### src/core/smme_pkg.sv
`default_nettype none
package smme_pkg;

  // Save-area indices; byte address on the bus is four times the index
  localparam logic [15:0] IDX_CR0     = 16'hFFFC;
  localparam logic [15:0] IDX_CR3     = 16'hFFF8;
  localparam logic [15:0] IDX_FLAGS   = 16'hFFF4;
  localparam logic [15:0] IDX_EIP     = 16'hFFF0;
  localparam logic [15:0] IDX_EAX     = 16'hFFD0;
  localparam logic [15:0] IDX_DR6     = 16'hFFCC;
  localparam logic [15:0] IDX_DR7     = 16'hFFC8;
  localparam logic [15:0] IDX_IOWORD  = 16'hFFA4;
  localparam logic [15:0] IDX_IOIP    = 16'hFF9C;
  localparam logic [15:0] IDX_CR2     = 16'hFF14;
  localparam logic [15:0] IDX_CR4     = 16'hFF10;
  localparam logic [15:0] IDX_IOSRC   = 16'hFF0C;
  localparam logic [15:0] IDX_IOCNT   = 16'hFF08;
  localparam logic [15:0] IDX_IODST   = 16'hFF04;
  localparam logic [15:0] IDX_HALT    = 16'hFF02;
  localparam logic [15:0] IDX_IORST   = 16'hFF00;
  localparam logic [15:0] IDX_REV     = 16'hFEFC;
  localparam logic [15:0] IDX_BASE    = 16'hFEF8;

  // Slot numbers in the flip-flop image
  localparam int          SLOT_COUNT  = 17;
  localparam logic [4:0]  SL_CR0      = 5'h00;
  localparam logic [4:0]  SL_CR3      = 5'h01;
  localparam logic [4:0]  SL_FLAGS    = 5'h02;
  localparam logic [4:0]  SL_EIP      = 5'h03;
  localparam logic [4:0]  SL_EAX      = 5'h04;
  localparam logic [4:0]  SL_DR6      = 5'h05;
  localparam logic [4:0]  SL_DR7      = 5'h06;
  localparam logic [4:0]  SL_IOWORD   = 5'h07;
  localparam logic [4:0]  SL_IOIP     = 5'h08;
  localparam logic [4:0]  SL_CR2      = 5'h09;
  localparam logic [4:0]  SL_CR4      = 5'h0A;
  localparam logic [4:0]  SL_IOSRC    = 5'h0B;
  localparam logic [4:0]  SL_IOCNT    = 5'h0C;
  localparam logic [4:0]  SL_IODST    = 5'h0D;
  localparam logic [4:0]  SL_HALT     = 5'h0E;
  localparam logic [4:0]  SL_IORST    = 5'h0F;
  localparam logic [4:0]  SL_BASE     = 5'h10;
  localparam logic [4:0]  SL_NONE     = 5'h1F;

  // Values and fields
  localparam logic [31:0] BASE_RESET      = 32'h0003_0000;
  localparam logic [31:0] FLAGS_ENTRY     = 32'h0000_0002;
  localparam logic [31:0] DR7_ENTRY       = 32'h0000_0400;
  localparam logic [31:0] EIP_ENTRY       = 32'h0000_8000;
  localparam logic [31:0] SEG_BASE_ENTRY  = 32'h0000_0000;
  localparam logic [31:0] CR0_CLEAR_MASK  = 32'h8000_000D;
  localparam logic [31:0] HALF_MASK       = 32'h0000_FFFF;
  localparam logic [31:0] BASE_ALIGN_MASK = 32'h0000_7FFF;
  localparam logic [31:0] FAR_BASE_MASK   = 32'hFFF0_0000;
  localparam logic [31:0] IP16_MASK       = 32'h0000_FFFF;
  localparam logic [15:0] IORST_CLEAR     = 16'h0000;
  localparam logic [15:0] IORST_REEXEC    = 16'h00FF;
  localparam int          REV_RELOC_BIT   = 17;
  localparam int          REV_IOTRAP_BIT  = 16;
  localparam int          HALT_BIT        = 0;

  typedef enum logic [2:0] {
    ST_IDLE  = 3'b000,
    ST_ENTER = 3'b001,
    ST_MODE  = 3'b010,
    ST_EXIT  = 3'b011,
    ST_SHUT  = 3'b100
  } smme_state_type;

endpackage
`default_nettype wire

### src/core/smme_ctrl.sv
`timescale 1ns/10ps
`default_nettype none
// Operation
// - Interrupt request enters mode, acknowledge asserted
// - Resume restores image and releases acknowledge
// - State image lies within top 1056 bytes of bus space
// - Entry loads flags, debug control, pointer
// - Entry clears four control-zero bits only
// - Real addressing, 4G limits, 16-bit defaults
// - Default-size transfers truncate pointer to 16
// - Far targets limited to 20-bit bases
// - Interrupt, trap off; mask input ignored
// - NMI, init and debug traps disabled
// - Each saved item at fixed offset
// - Resume uses image as software modified
// - I/O trap pointer, source, count and destination slots filled only during I/O
// - Revision word with two capability bits
// - Reset sets region base default
// - Misaligned base at resume means shutdown
// - New base used until rewritten or reset
// - Halt slot reports and chooses halt return
// - Restart slot cleared; FFh re-executes I/O
module smme_ctrl #(
  parameter logic [15:0] REV_LEVEL = 16'h00A5  // Arbitrary revision level value
) (
  // Clock, reset, enable
  input  wire logic        pclk,
  input  wire logic        presetn,
  input  wire logic        ce,
  // APB slave
  input  wire logic        psel,
  input  wire logic        penable,
  input  wire logic        pwrite,
  input  wire logic [17:0] paddr,
  input  wire logic [31:0] pwdata,
  input  wire logic [3:0]  pstrb,
  output logic      [31:0] prdata,
  output logic             pready,
  output logic             pslverr,
  // Chipset pins
  input  wire logic        mgmt_interrupt_request_n,
  output logic             mgmt_active_ack_n,
  // Core state at entry
  input  wire logic        resume_from_mgmt_instr,
  input  wire logic        core_halted,
  input  wire logic        io_cycle_valid,
  input  wire logic [31:0] core_control_reg_zero,
  input  wire logic [31:0] core_cr2,
  input  wire logic [31:0] core_cr3,
  input  wire logic [31:0] core_cr4,
  input  wire logic [31:0] core_flags_word,
  input  wire logic [31:0] core_instr_pointer,
  input  wire logic [31:0] core_eax,
  input  wire logic [31:0] core_dr6,
  input  wire logic [31:0] core_debug_control_reg,
  input  wire logic [31:0] core_io_trap_word,
  input  wire logic [31:0] core_io_trap_ip,
  input  wire logic [31:0] core_io_src,
  input  wire logic [31:0] core_io_cnt,
  input  wire logic [31:0] core_io_dst,
  // Entry loads to the core
  output logic             entry_load,
  output logic      [31:0] entry_flags_word,
  output logic      [31:0] entry_debug_control_reg,
  output logic      [31:0] entry_instr_pointer,
  output logic      [31:0] entry_control_reg_zero,
  output logic      [31:0] entry_code_base,
  output logic      [31:0] entry_data_seg_base,
  // Restore to the core
  output logic             restore_valid,
  output logic      [31:0] restore_control_reg_zero,
  output logic      [31:0] restore_cr2,
  output logic      [31:0] restore_cr3,
  output logic      [31:0] restore_cr4,
  output logic      [31:0] restore_flags_word,
  output logic      [31:0] restore_instr_pointer,
  output logic      [31:0] restore_eax,
  output logic      [31:0] restore_dr6,
  output logic      [31:0] restore_debug_control_reg,
  output logic      [31:0] restore_io_src,
  output logic      [31:0] restore_io_cnt,
  output logic      [31:0] restore_io_dst,
  output logic             restore_return_to_halt,
  output logic             restore_reexec_io,
  // Mode environment
  output logic             mode_active,
  output logic             mode_real_env,
  output logic             a20_mask_ignore,
  output logic             nmi_init_block,
  output logic             debug_trap_block,
  output logic             shutdown,
  // Control transfer checks
  input  wire logic [31:0] xfer_ip,
  input  wire logic        xfer_keeps_default,
  output logic      [31:0] xfer_ip_eff,
  input  wire logic [31:0] far_target_base,
  output logic             far_target_allowed
);

  smme_pkg::smme_state_type state_q;
  smme_pkg::smme_state_type state_d;

  logic [31:0] slot_q [smme_pkg::SLOT_COUNT];
  logic [31:0] active_base_q;
  logic [31:0] entry_cr0_q;
  logic        entry_load_q;
  logic [31:0] prdata_q;
  logic        pslverr_q;
  logic [31:0] xfer_ip_q;
  logic        far_ok_q;
  logic [31:0] rev_word;
  logic        apb_setup;
  logic        apb_wr;
  logic [4:0]  addr_slot;
  logic        addr_is_rev;
  logic        base_aligned;
  logic        in_mode;

  function automatic logic [4:0] slot_of(input logic [15:0] idx);
    unique case (idx)
      smme_pkg::IDX_CR0:    slot_of = smme_pkg::SL_CR0;
      smme_pkg::IDX_CR3:    slot_of = smme_pkg::SL_CR3;
      smme_pkg::IDX_FLAGS:  slot_of = smme_pkg::SL_FLAGS;
      smme_pkg::IDX_EIP:    slot_of = smme_pkg::SL_EIP;
      smme_pkg::IDX_EAX:    slot_of = smme_pkg::SL_EAX;
      smme_pkg::IDX_DR6:    slot_of = smme_pkg::SL_DR6;
      smme_pkg::IDX_DR7:    slot_of = smme_pkg::SL_DR7;
      smme_pkg::IDX_IOWORD: slot_of = smme_pkg::SL_IOWORD;
      smme_pkg::IDX_IOIP:   slot_of = smme_pkg::SL_IOIP;
      smme_pkg::IDX_CR2:    slot_of = smme_pkg::SL_CR2;
      smme_pkg::IDX_CR4:    slot_of = smme_pkg::SL_CR4;
      smme_pkg::IDX_IOSRC:  slot_of = smme_pkg::SL_IOSRC;
      smme_pkg::IDX_IOCNT:  slot_of = smme_pkg::SL_IOCNT;
      smme_pkg::IDX_IODST:  slot_of = smme_pkg::SL_IODST;
      smme_pkg::IDX_HALT:   slot_of = smme_pkg::SL_HALT;
      smme_pkg::IDX_IORST:  slot_of = smme_pkg::SL_IORST;
      smme_pkg::IDX_BASE:   slot_of = smme_pkg::SL_BASE;
      default:              slot_of = smme_pkg::SL_NONE;
    endcase
  endfunction

  // Byte-lane merge; the two half-word slots keep their upper bits at zero
  function automatic logic [31:0] merge_strb(input logic [31:0] old_v, input logic [31:0] new_v,
                                             input logic [3:0] strb, input logic [4:0] slot);
    logic [31:0] res;
    res = old_v;
    for (int b = 0; b < 4; b++) begin
      if (strb[b]) begin
        res[b*8 +: 8] = new_v[b*8 +: 8];
      end
    end
    if (slot == smme_pkg::SL_HALT || slot == smme_pkg::SL_IORST) begin
      res = res & smme_pkg::HALF_MASK;
    end
    merge_strb = res;
  endfunction

  // APB decode
  assign apb_setup    = psel & ~penable;
  assign apb_wr       = ce & psel & penable & pwrite;
  assign addr_slot    = slot_of(paddr[17:2]);
  assign addr_is_rev  = (paddr[17:2] == smme_pkg::IDX_REV);
  assign pready       = ce;
  assign prdata       = prdata_q;
  assign pslverr      = pslverr_q;

  assign rev_word = {14'h0000, 1'b1, 1'b1, REV_LEVEL};

  // Read data latched at setup so the access phase needs no wait
  always_ff @(posedge pclk or negedge presetn) begin
    if (!presetn) begin
      prdata_q  <= 32'h0000_0000;
      pslverr_q <= 1'b0;
    end else if (ce && apb_setup) begin
      pslverr_q <= (addr_slot == smme_pkg::SL_NONE) && !addr_is_rev;
      if (pwrite) begin
        prdata_q <= 32'h0000_0000;
      end else if (addr_is_rev) begin
        prdata_q <= rev_word;
      end else if (addr_slot != smme_pkg::SL_NONE) begin
        prdata_q <= slot_q[addr_slot];
      end else begin
        prdata_q <= 32'h0000_0000;
      end
    end
  end

  // Mode sequencing
  assign base_aligned = (slot_q[smme_pkg::SL_BASE] & smme_pkg::BASE_ALIGN_MASK) == 32'h0000_0000;

  always_comb begin
    state_d = state_q;
    unique case (state_q)
      smme_pkg::ST_IDLE: begin
        if (!mgmt_interrupt_request_n) begin
          state_d = smme_pkg::ST_ENTER;
        end
      end
      smme_pkg::ST_ENTER: state_d = smme_pkg::ST_MODE;
      smme_pkg::ST_MODE: begin
        if (resume_from_mgmt_instr) begin
          state_d = smme_pkg::ST_EXIT;
        end
      end
      smme_pkg::ST_EXIT: begin
        state_d = base_aligned ? smme_pkg::ST_IDLE : smme_pkg::ST_SHUT;
      end
      smme_pkg::ST_SHUT: state_d = smme_pkg::ST_SHUT;
      default: state_d = smme_pkg::ST_SHUT;
    endcase
  end

  always_ff @(posedge pclk or negedge presetn) begin
    if (!presetn) begin
      state_q <= smme_pkg::ST_IDLE;
    end else if (ce) begin
      state_q <= state_d;
    end
  end

  // Acknowledge spans entry, the whole stay and the restore cycle
  assign in_mode = (state_q == smme_pkg::ST_ENTER) || (state_q == smme_pkg::ST_MODE) ||
                   (state_q == smme_pkg::ST_EXIT);
  assign mgmt_active_ack_n = ~in_mode;
  assign shutdown          = (state_q == smme_pkg::ST_SHUT);

  // Active base; only a resume with an aligned slot moves it
  always_ff @(posedge pclk or negedge presetn) begin
    if (!presetn) begin
      active_base_q <= smme_pkg::BASE_RESET;
    end else if (ce && state_q == smme_pkg::ST_EXIT && base_aligned) begin
      active_base_q <= slot_q[smme_pkg::SL_BASE];
    end
  end

  // State image; entry capture comes last so it wins over a same-cycle bus write
  always_ff @(posedge pclk or negedge presetn) begin
    if (!presetn) begin
      for (int i = 0; i < smme_pkg::SLOT_COUNT; i++) begin
        slot_q[i] <= 32'h0000_0000;
      end
      slot_q[smme_pkg::SL_BASE] <= smme_pkg::BASE_RESET;
    end else if (ce) begin
      if (apb_wr && addr_slot != smme_pkg::SL_NONE) begin
        slot_q[addr_slot] <= merge_strb(slot_q[addr_slot], pwdata, pstrb, addr_slot);
      end
      if (state_q == smme_pkg::ST_ENTER) begin
        slot_q[smme_pkg::SL_CR0]    <= core_control_reg_zero;
        slot_q[smme_pkg::SL_CR3]    <= core_cr3;
        slot_q[smme_pkg::SL_FLAGS]  <= core_flags_word;
        slot_q[smme_pkg::SL_EIP]    <= core_instr_pointer;
        slot_q[smme_pkg::SL_EAX]    <= core_eax;
        slot_q[smme_pkg::SL_DR6]    <= core_dr6;
        slot_q[smme_pkg::SL_DR7]    <= core_debug_control_reg;
        slot_q[smme_pkg::SL_IOWORD] <= core_io_trap_word;
        slot_q[smme_pkg::SL_CR2]    <= core_cr2;
        slot_q[smme_pkg::SL_CR4]    <= core_cr4;
        slot_q[smme_pkg::SL_HALT]   <= {31'h0000_0000, core_halted};
        slot_q[smme_pkg::SL_IORST]  <= {16'h0000, smme_pkg::IORST_CLEAR};
        slot_q[smme_pkg::SL_BASE]   <= active_base_q;
        if (io_cycle_valid) begin
          slot_q[smme_pkg::SL_IOIP]  <= core_io_trap_ip;
          slot_q[smme_pkg::SL_IOSRC] <= core_io_src;
          slot_q[smme_pkg::SL_IOCNT] <= core_io_cnt;
          slot_q[smme_pkg::SL_IODST] <= core_io_dst;
        end
      end
    end
  end

  // Entry loads
  always_ff @(posedge pclk or negedge presetn) begin
    if (!presetn) begin
      entry_load_q <= 1'b0;
      entry_cr0_q  <= 32'h0000_0000;
    end else if (ce) begin
      entry_load_q <= (state_q == smme_pkg::ST_ENTER);
      if (state_q == smme_pkg::ST_ENTER) begin
        entry_cr0_q <= core_control_reg_zero & ~smme_pkg::CR0_CLEAR_MASK;
      end
    end
  end

  assign entry_load              = entry_load_q;
  assign entry_flags_word        = smme_pkg::FLAGS_ENTRY;
  assign entry_debug_control_reg = smme_pkg::DR7_ENTRY;
  assign entry_instr_pointer     = smme_pkg::EIP_ENTRY;
  assign entry_control_reg_zero  = entry_cr0_q;
  assign entry_code_base         = active_base_q;
  assign entry_data_seg_base     = smme_pkg::SEG_BASE_ENTRY;

  // Restore straight from the image, including any handler edits
  assign restore_valid             = (state_q == smme_pkg::ST_EXIT) && base_aligned;
  assign restore_control_reg_zero  = slot_q[smme_pkg::SL_CR0];
  assign restore_cr2               = slot_q[smme_pkg::SL_CR2];
  assign restore_cr3               = slot_q[smme_pkg::SL_CR3];
  assign restore_cr4               = slot_q[smme_pkg::SL_CR4];
  assign restore_flags_word        = slot_q[smme_pkg::SL_FLAGS];
  assign restore_instr_pointer     = slot_q[smme_pkg::SL_EIP];
  assign restore_eax               = slot_q[smme_pkg::SL_EAX];
  assign restore_dr6               = slot_q[smme_pkg::SL_DR6];
  assign restore_debug_control_reg = slot_q[smme_pkg::SL_DR7];
  assign restore_io_src            = slot_q[smme_pkg::SL_IOSRC];
  assign restore_io_cnt            = slot_q[smme_pkg::SL_IOCNT];
  assign restore_io_dst            = slot_q[smme_pkg::SL_IODST];
  assign restore_return_to_halt    = slot_q[smme_pkg::SL_HALT][smme_pkg::HALT_BIT];
  assign restore_reexec_io         = slot_q[smme_pkg::SL_IORST][15:0] == smme_pkg::IORST_REEXEC;

  // Environment levels while the mode lasts
  assign mode_active      = in_mode;
  assign mode_real_env    = in_mode;
  assign a20_mask_ignore  = in_mode;
  assign nmi_init_block   = in_mode;
  assign debug_trap_block = in_mode;

  // Transfer checks; registered, so results trail the request by one edge
  always_ff @(posedge pclk or negedge presetn) begin
    if (!presetn) begin
      xfer_ip_q <= 32'h0000_0000;
      far_ok_q  <= 1'b1;
    end else if (ce) begin
      xfer_ip_q <= (in_mode && xfer_keeps_default) ? (xfer_ip & smme_pkg::IP16_MASK) : xfer_ip;
      far_ok_q  <= !in_mode || ((far_target_base & smme_pkg::FAR_BASE_MASK) == 32'h0000_0000);
    end
  end

  assign xfer_ip_eff        = xfer_ip_q;
  assign far_target_allowed = far_ok_q;

  a_ack_after_req: assert property (
    @(posedge pclk) disable iff (!presetn)
    (ce && state_q == smme_pkg::ST_IDLE && !mgmt_interrupt_request_n) |=> !mgmt_active_ack_n)
    else $error("acknowledge missing after request");

  a_ack_release_resume: assert property (
    @(posedge pclk) disable iff (!presetn)
    (ce && state_q == smme_pkg::ST_MODE && resume_from_mgmt_instr) ##1 (ce && base_aligned)
      |=> mgmt_active_ack_n)
    else $error("acknowledge not released after resume");

  a_ack_held_mode: assert property (
    @(posedge pclk) disable iff (!presetn)
    $rose(entry_load) |-> !mgmt_active_ack_n throughout (!mgmt_active_ack_n [*2]))
    else $error("acknowledge dropped inside the mode");

  a_entry_cr0_bits: assert property (
    @(posedge pclk) disable iff (!presetn)
    (ce && state_q == smme_pkg::ST_ENTER) |=>
      ((entry_control_reg_zero & smme_pkg::CR0_CLEAR_MASK) == 32'h0000_0000) &&
      ((entry_control_reg_zero | smme_pkg::CR0_CLEAR_MASK) == ($past(core_control_reg_zero) | smme_pkg::CR0_CLEAR_MASK)))
    else $error("control zero entry value wrong");

  a_save_ip_slot: assert property (
    @(posedge pclk) disable iff (!presetn)
    (ce && state_q == smme_pkg::ST_ENTER) |=> slot_q[smme_pkg::SL_EIP] == $past(core_instr_pointer))
    else $error("saved pointer slot wrong");

  a_io_slot_hold: assert property (
    @(posedge pclk) disable iff (!presetn)
    (ce && state_q == smme_pkg::ST_ENTER && !io_cycle_valid && !apb_wr) |=> $stable(slot_q[smme_pkg::SL_IOIP]))
    else $error("trap pointer written outside I/O cycle");

  a_restart_cleared: assert property (
    @(posedge pclk) disable iff (!presetn)
    (ce && state_q == smme_pkg::ST_ENTER) |=> slot_q[smme_pkg::SL_IORST] == 32'h0000_0000 && !restore_reexec_io)
    else $error("restart slot not cleared on entry");

  a_misalign_shutdown: assert property (
    @(posedge pclk) disable iff (!presetn)
    (ce && state_q == smme_pkg::ST_EXIT && !base_aligned) |=> shutdown && mgmt_active_ack_n)
    else $error("misaligned base did not shut down");

  a_base_relocate: assert property (
    @(posedge pclk) disable iff (!presetn)
    (ce && state_q == smme_pkg::ST_EXIT && base_aligned) |=> active_base_q == $past(slot_q[smme_pkg::SL_BASE]))
    else $error("relocated base not taken");

  a_rev_word_read: assert property (
    @(posedge pclk) disable iff (!presetn)
    (ce && apb_setup && !pwrite && addr_is_rev) |=>
      prdata[17:16] == 2'b11 && prdata[31:18] == 14'h0000 && prdata[15:0] == REV_LEVEL)
    else $error("revision word wrong");

  a_ip_truncate: assert property (
    @(posedge pclk) disable iff (!presetn)
    (ce && in_mode && xfer_keeps_default) |=> xfer_ip_eff == ($past(xfer_ip) & smme_pkg::IP16_MASK))
    else $error("pointer not truncated in mode");

  a_block_in_mode: assert property (
    @(posedge pclk) disable iff (!presetn)
    (state_q == smme_pkg::ST_MODE) |-> nmi_init_block && debug_trap_block && a20_mask_ignore)
    else $error("interrupt blocks missing in mode");

endmodule // smme_ctrl
`default_nettype wire

### config.mk
export PLATFORM = sky130hd
export DESIGN_NAME = smme_ctrl
export DESIGN_NICKNAME = d
export VERILOG_FILES = /design/src/core/smme_pkg.sv /design/src/core/smme_ctrl.sv
export SDC_FILE = /design/constraint.sdc
export NUM_CORES = 2
export LEC_CHECK = 0
export BUFFER_PORTS_ARGS = -buffer_cell sky130_fd_sc_hd__buf_4
export CAP_MARGIN = 30
export CELL_PAD_IN_SITES_DETAIL_PLACEMENT = 1
export CELL_PAD_IN_SITES_GLOBAL_PLACEMENT = 2
export CORE_AREA = 4 4 472 474
export CTS_CLUSTER_SIZE = 14
export DETAILED_ROUTE_END_ITERATION = 16
export DIE_AREA = 0 0 476 478
export GPL_ROUTABILITY_DRIVEN = 0
export GPL_TIMING_DRIVEN = 1
export PLACE_DENSITY = 0.61
export SLEW_MARGIN = 20
export SYNTH_ARGS = -nofsm -noshare
export SYNTH_HDL_FRONTEND = slang
export SYNTH_SLANG_ARGS = --single-unit
### constraint.sdc
create_clock -name pclk -period 6.8 [get_ports pclk]
set_clock_uncertainty 0.1 [all_clocks]
set_input_delay 2.04 -clock pclk [delete_from_list [all_inputs] [get_ports pclk]]
set_output_delay 2.04 -clock pclk [all_outputs]
set_load 0.01 [all_outputs]
==> metrics.cfg <==
[logic_synthesis]
synth-warning-count = 0
synth_seq_cells = 674
yosysUniqueCellTypes = 112
postSynth.asyncResetShare_pct = 100
netlist.area_leader.share_pct = 43.4
yosys-top-cells-area = dfrtp_1 (43%), buf_4 (10%), a21oi_1 (7.5%), o21ai_0 (5.5%), and3_1 (4.9%)
synth_area_per_cell_um2 = 8.90
yosysSeqAreaShare_pct = 43.8
synth_edf_count = 0
synth_ff_type = dfrtp_1
synth_commonest_cells = dfrtp_1 (669), a21oi_1 (580), buf_4 (538)
synth_cells = 4332
synth_area_mm2 = 0.0386
yosys.area.top_type = dfrtp_1
synth.most_common_cell = dfrtp_1

[floorplanning]
start_util_pct = 17.6
die_width_um = 476
dieArea_mm2 = 0.228
core_area_mm2 = 0.219
die_y_um = 478
rows = 172
ioPinCount = 1231

[worst_setup_path]
required_ns = 7.34
cp-end-kind = flip-flop
startpoint = paddr[10]
cp_max_fo = 13
crit_type = in -> reg
start_kind = input pin
worstPathArrival_ns = 6.46
rr_worst_depth = 7
r2r_start = slot_q[14]$_DFFE_PN0P_
timing.rr.end = entry_code_base[22]$_DFFE_PN0P_
r2r_slack_ns = 3.11

[sta]
hold_viol = 0
max_freq_mhz = 169
setup_viol = 0
layout_setup_ws_ns = 0.887
fin_crit_sh_pct = 87.0
worstMarginPinSlew_ns = 1.01
rsz0062_at_grt = no
drv_slew = 0
fin_tns_setup_ns = 0
relSlewSlack_pct = 32.9
fin_crit_ns = 5.91

[min_path]
hold_depth = 2
min_from = entry_control_reg_zero[7]$_DFFE_PN0P_
whs_endpoint = entry_control_reg_zero[7]$_DFFE_PN0P_
hold_path.class = reg -> reg

[pwr]
pwr_density_cell_mw_per_mm2 = 360
p_leak_nw = 24.3
peakVddDrop_mv = 0.167

[detailed_routing]
wire_per_inst_um = 38.3
detail_route.iter0.violations = 3489
wl_um = 311000
firstDrtPassIters = 6
drcViolationCount = 0
ant_nets = 0
num_vias = 40100
vias_per_cell = 4.95

[cts]
cts_made_buffers = 94
cts-root-buf = clkbuf_16
htreeDepth = 3
clock_sinks = 674
ctsHoldBuffers = 0
cts.path.max_buffers = 3
cts.clk_slew.worst_paths_ns = 0.06
cts_tree = yes
cts_setup_buffers = 0
postCtsResizedCells = 0
clkLatencyLatePin_ns = 0.76

[placement]
post-dp-hpwl_um = 246000
place_ws_ns = 0.142
placed_cell_area_mm2 = 0.0487
port_buffers = 1076

[status]
status = finished, final reports clean

[global_route]
grt_pass1_wl_um = 403000
grt_max_degree = 113
track_usage_pct = 26.2
grt_overflow = 0
antenna_found_initial = 73
grt_pass1_vias = 41100

[layout]
final_nets = 5681
finalInstanceArea_mm2 = 0.0521
max_flop_register = slot_q
largest_register_ffs = 159
area_delta_synth_final_pct = 35.2
layout-drive-gt1-share_pct = 33.6

[flow_run]
max-cap-violations = 0

## worst max-delay path: stages
cell and delay [ns]:
buf_4 0.21, or3b_1 0.50, nor3_4 0.41, buf_4 0.23
o31ai_1 0.16, nand3b_1 0.25, o21ai_1 0.24, buf_4 0.29
a2111oi_1 0.73, buf_4 0.26, o2111ai_1 0.15, mux2_2 0.38
or2_1 0.37, a21oi_1 0.21
## routing by layer
metal	vias up	wire length [um]	global-route usage, %	part of all wire, %
met5	-	188	0	0.061
li1	16700	-	-	-
met3	397	20500	4.90	6.6
met2	1975	155000	45.9	50
met4	26	12100	10.0	3.9
met1	21000	123000	31.7	40
## layout by cell type (no fill, tap or decap), drive strengths merged, types with 45 or more instances in the layout
cell	count
diode	48
and3	303
clkbuf	132
a22oi	45
nand3	61
o21ai	464
nor2	195
and2	60
conb	132
a31oi	50
nand2	352
dfrtp	669
a21oi	583
buf	1396
o22ai	130
## cells by family (layout without fill, tap and decap cells)
family	count (synthesis)	in the layout	synth area share, %
other	2	180	0.0195
adder cells (fa/ha/maj)	1	1	0.0260
flip-flops	674	674	43.8
AND/OR/NAND/NOR	1131	1131	15.1
XOR/XNOR	3	3	0.0682
buffers and inverters	887	1604	14.4
multiplexers	69	69	2.32
AO/OA/AOI/OAI	1565	1565	24.4
## through the flow
stage,util (%),power [mW],hold slack [ns],instances
floorplan,-,9.85,0.349,4462
global placement,22.2,13.4,0.360,7875
detailed placement,22.3,13.5,0.364,7878
CTS,23.7,19.0,0.378,8049
global route,23.8,19.5,0.403,8070
finish,23.8,18.7,0.374,8098
## where the power goes
part           internal (mW)  switching [mW]  leakage (nW)
sequential              5.29            2.06          8.84
clock                   3.20            2.19          1.60
combinational           2.57            3.43          13.8
total                   11.1            7.68          24.3
## worst max path at each step
| stage | cells past startpoint | slack [ns] | endpoint |
|---|---|---|---|
| after CTS | 13 | 0.95 | restore_instr_pointer[21]$_DFFE_PN0P_ |
| after floorplan | 13 | 1.61 | restore_control_reg_zero[7]$_DFFE_PN0P_ |
| after global placement | 13 | 0.26 | restore_instr_pointer[21]$_DFFE_PN0P_ |
| after detailed placement | 13 | 0.14 | restore_instr_pointer[21]$_DFFE_PN0P_ |
| after global routing | 14 | 0.91 | slot_q[278]$_DFFE_PN0P_ |
| final | 14 | 0.89 | slot_q[278]$_DFFE_PN0P_ |
## cell type report
cell class / instances / area (um2)
fillers: 25400 / 167000
diodes: 48 / 120
inverters: 37 / 139
repair buffers: 1396 / 11000
clock inverters: 39 / 499
clock buffers: 132 / 2760
flip-flops and latches: 674 / 16900
well taps: 2871 / 3590
multi-input cells: 2901 / 17100
Note: power is estimated with default switching activity, not from simulation.
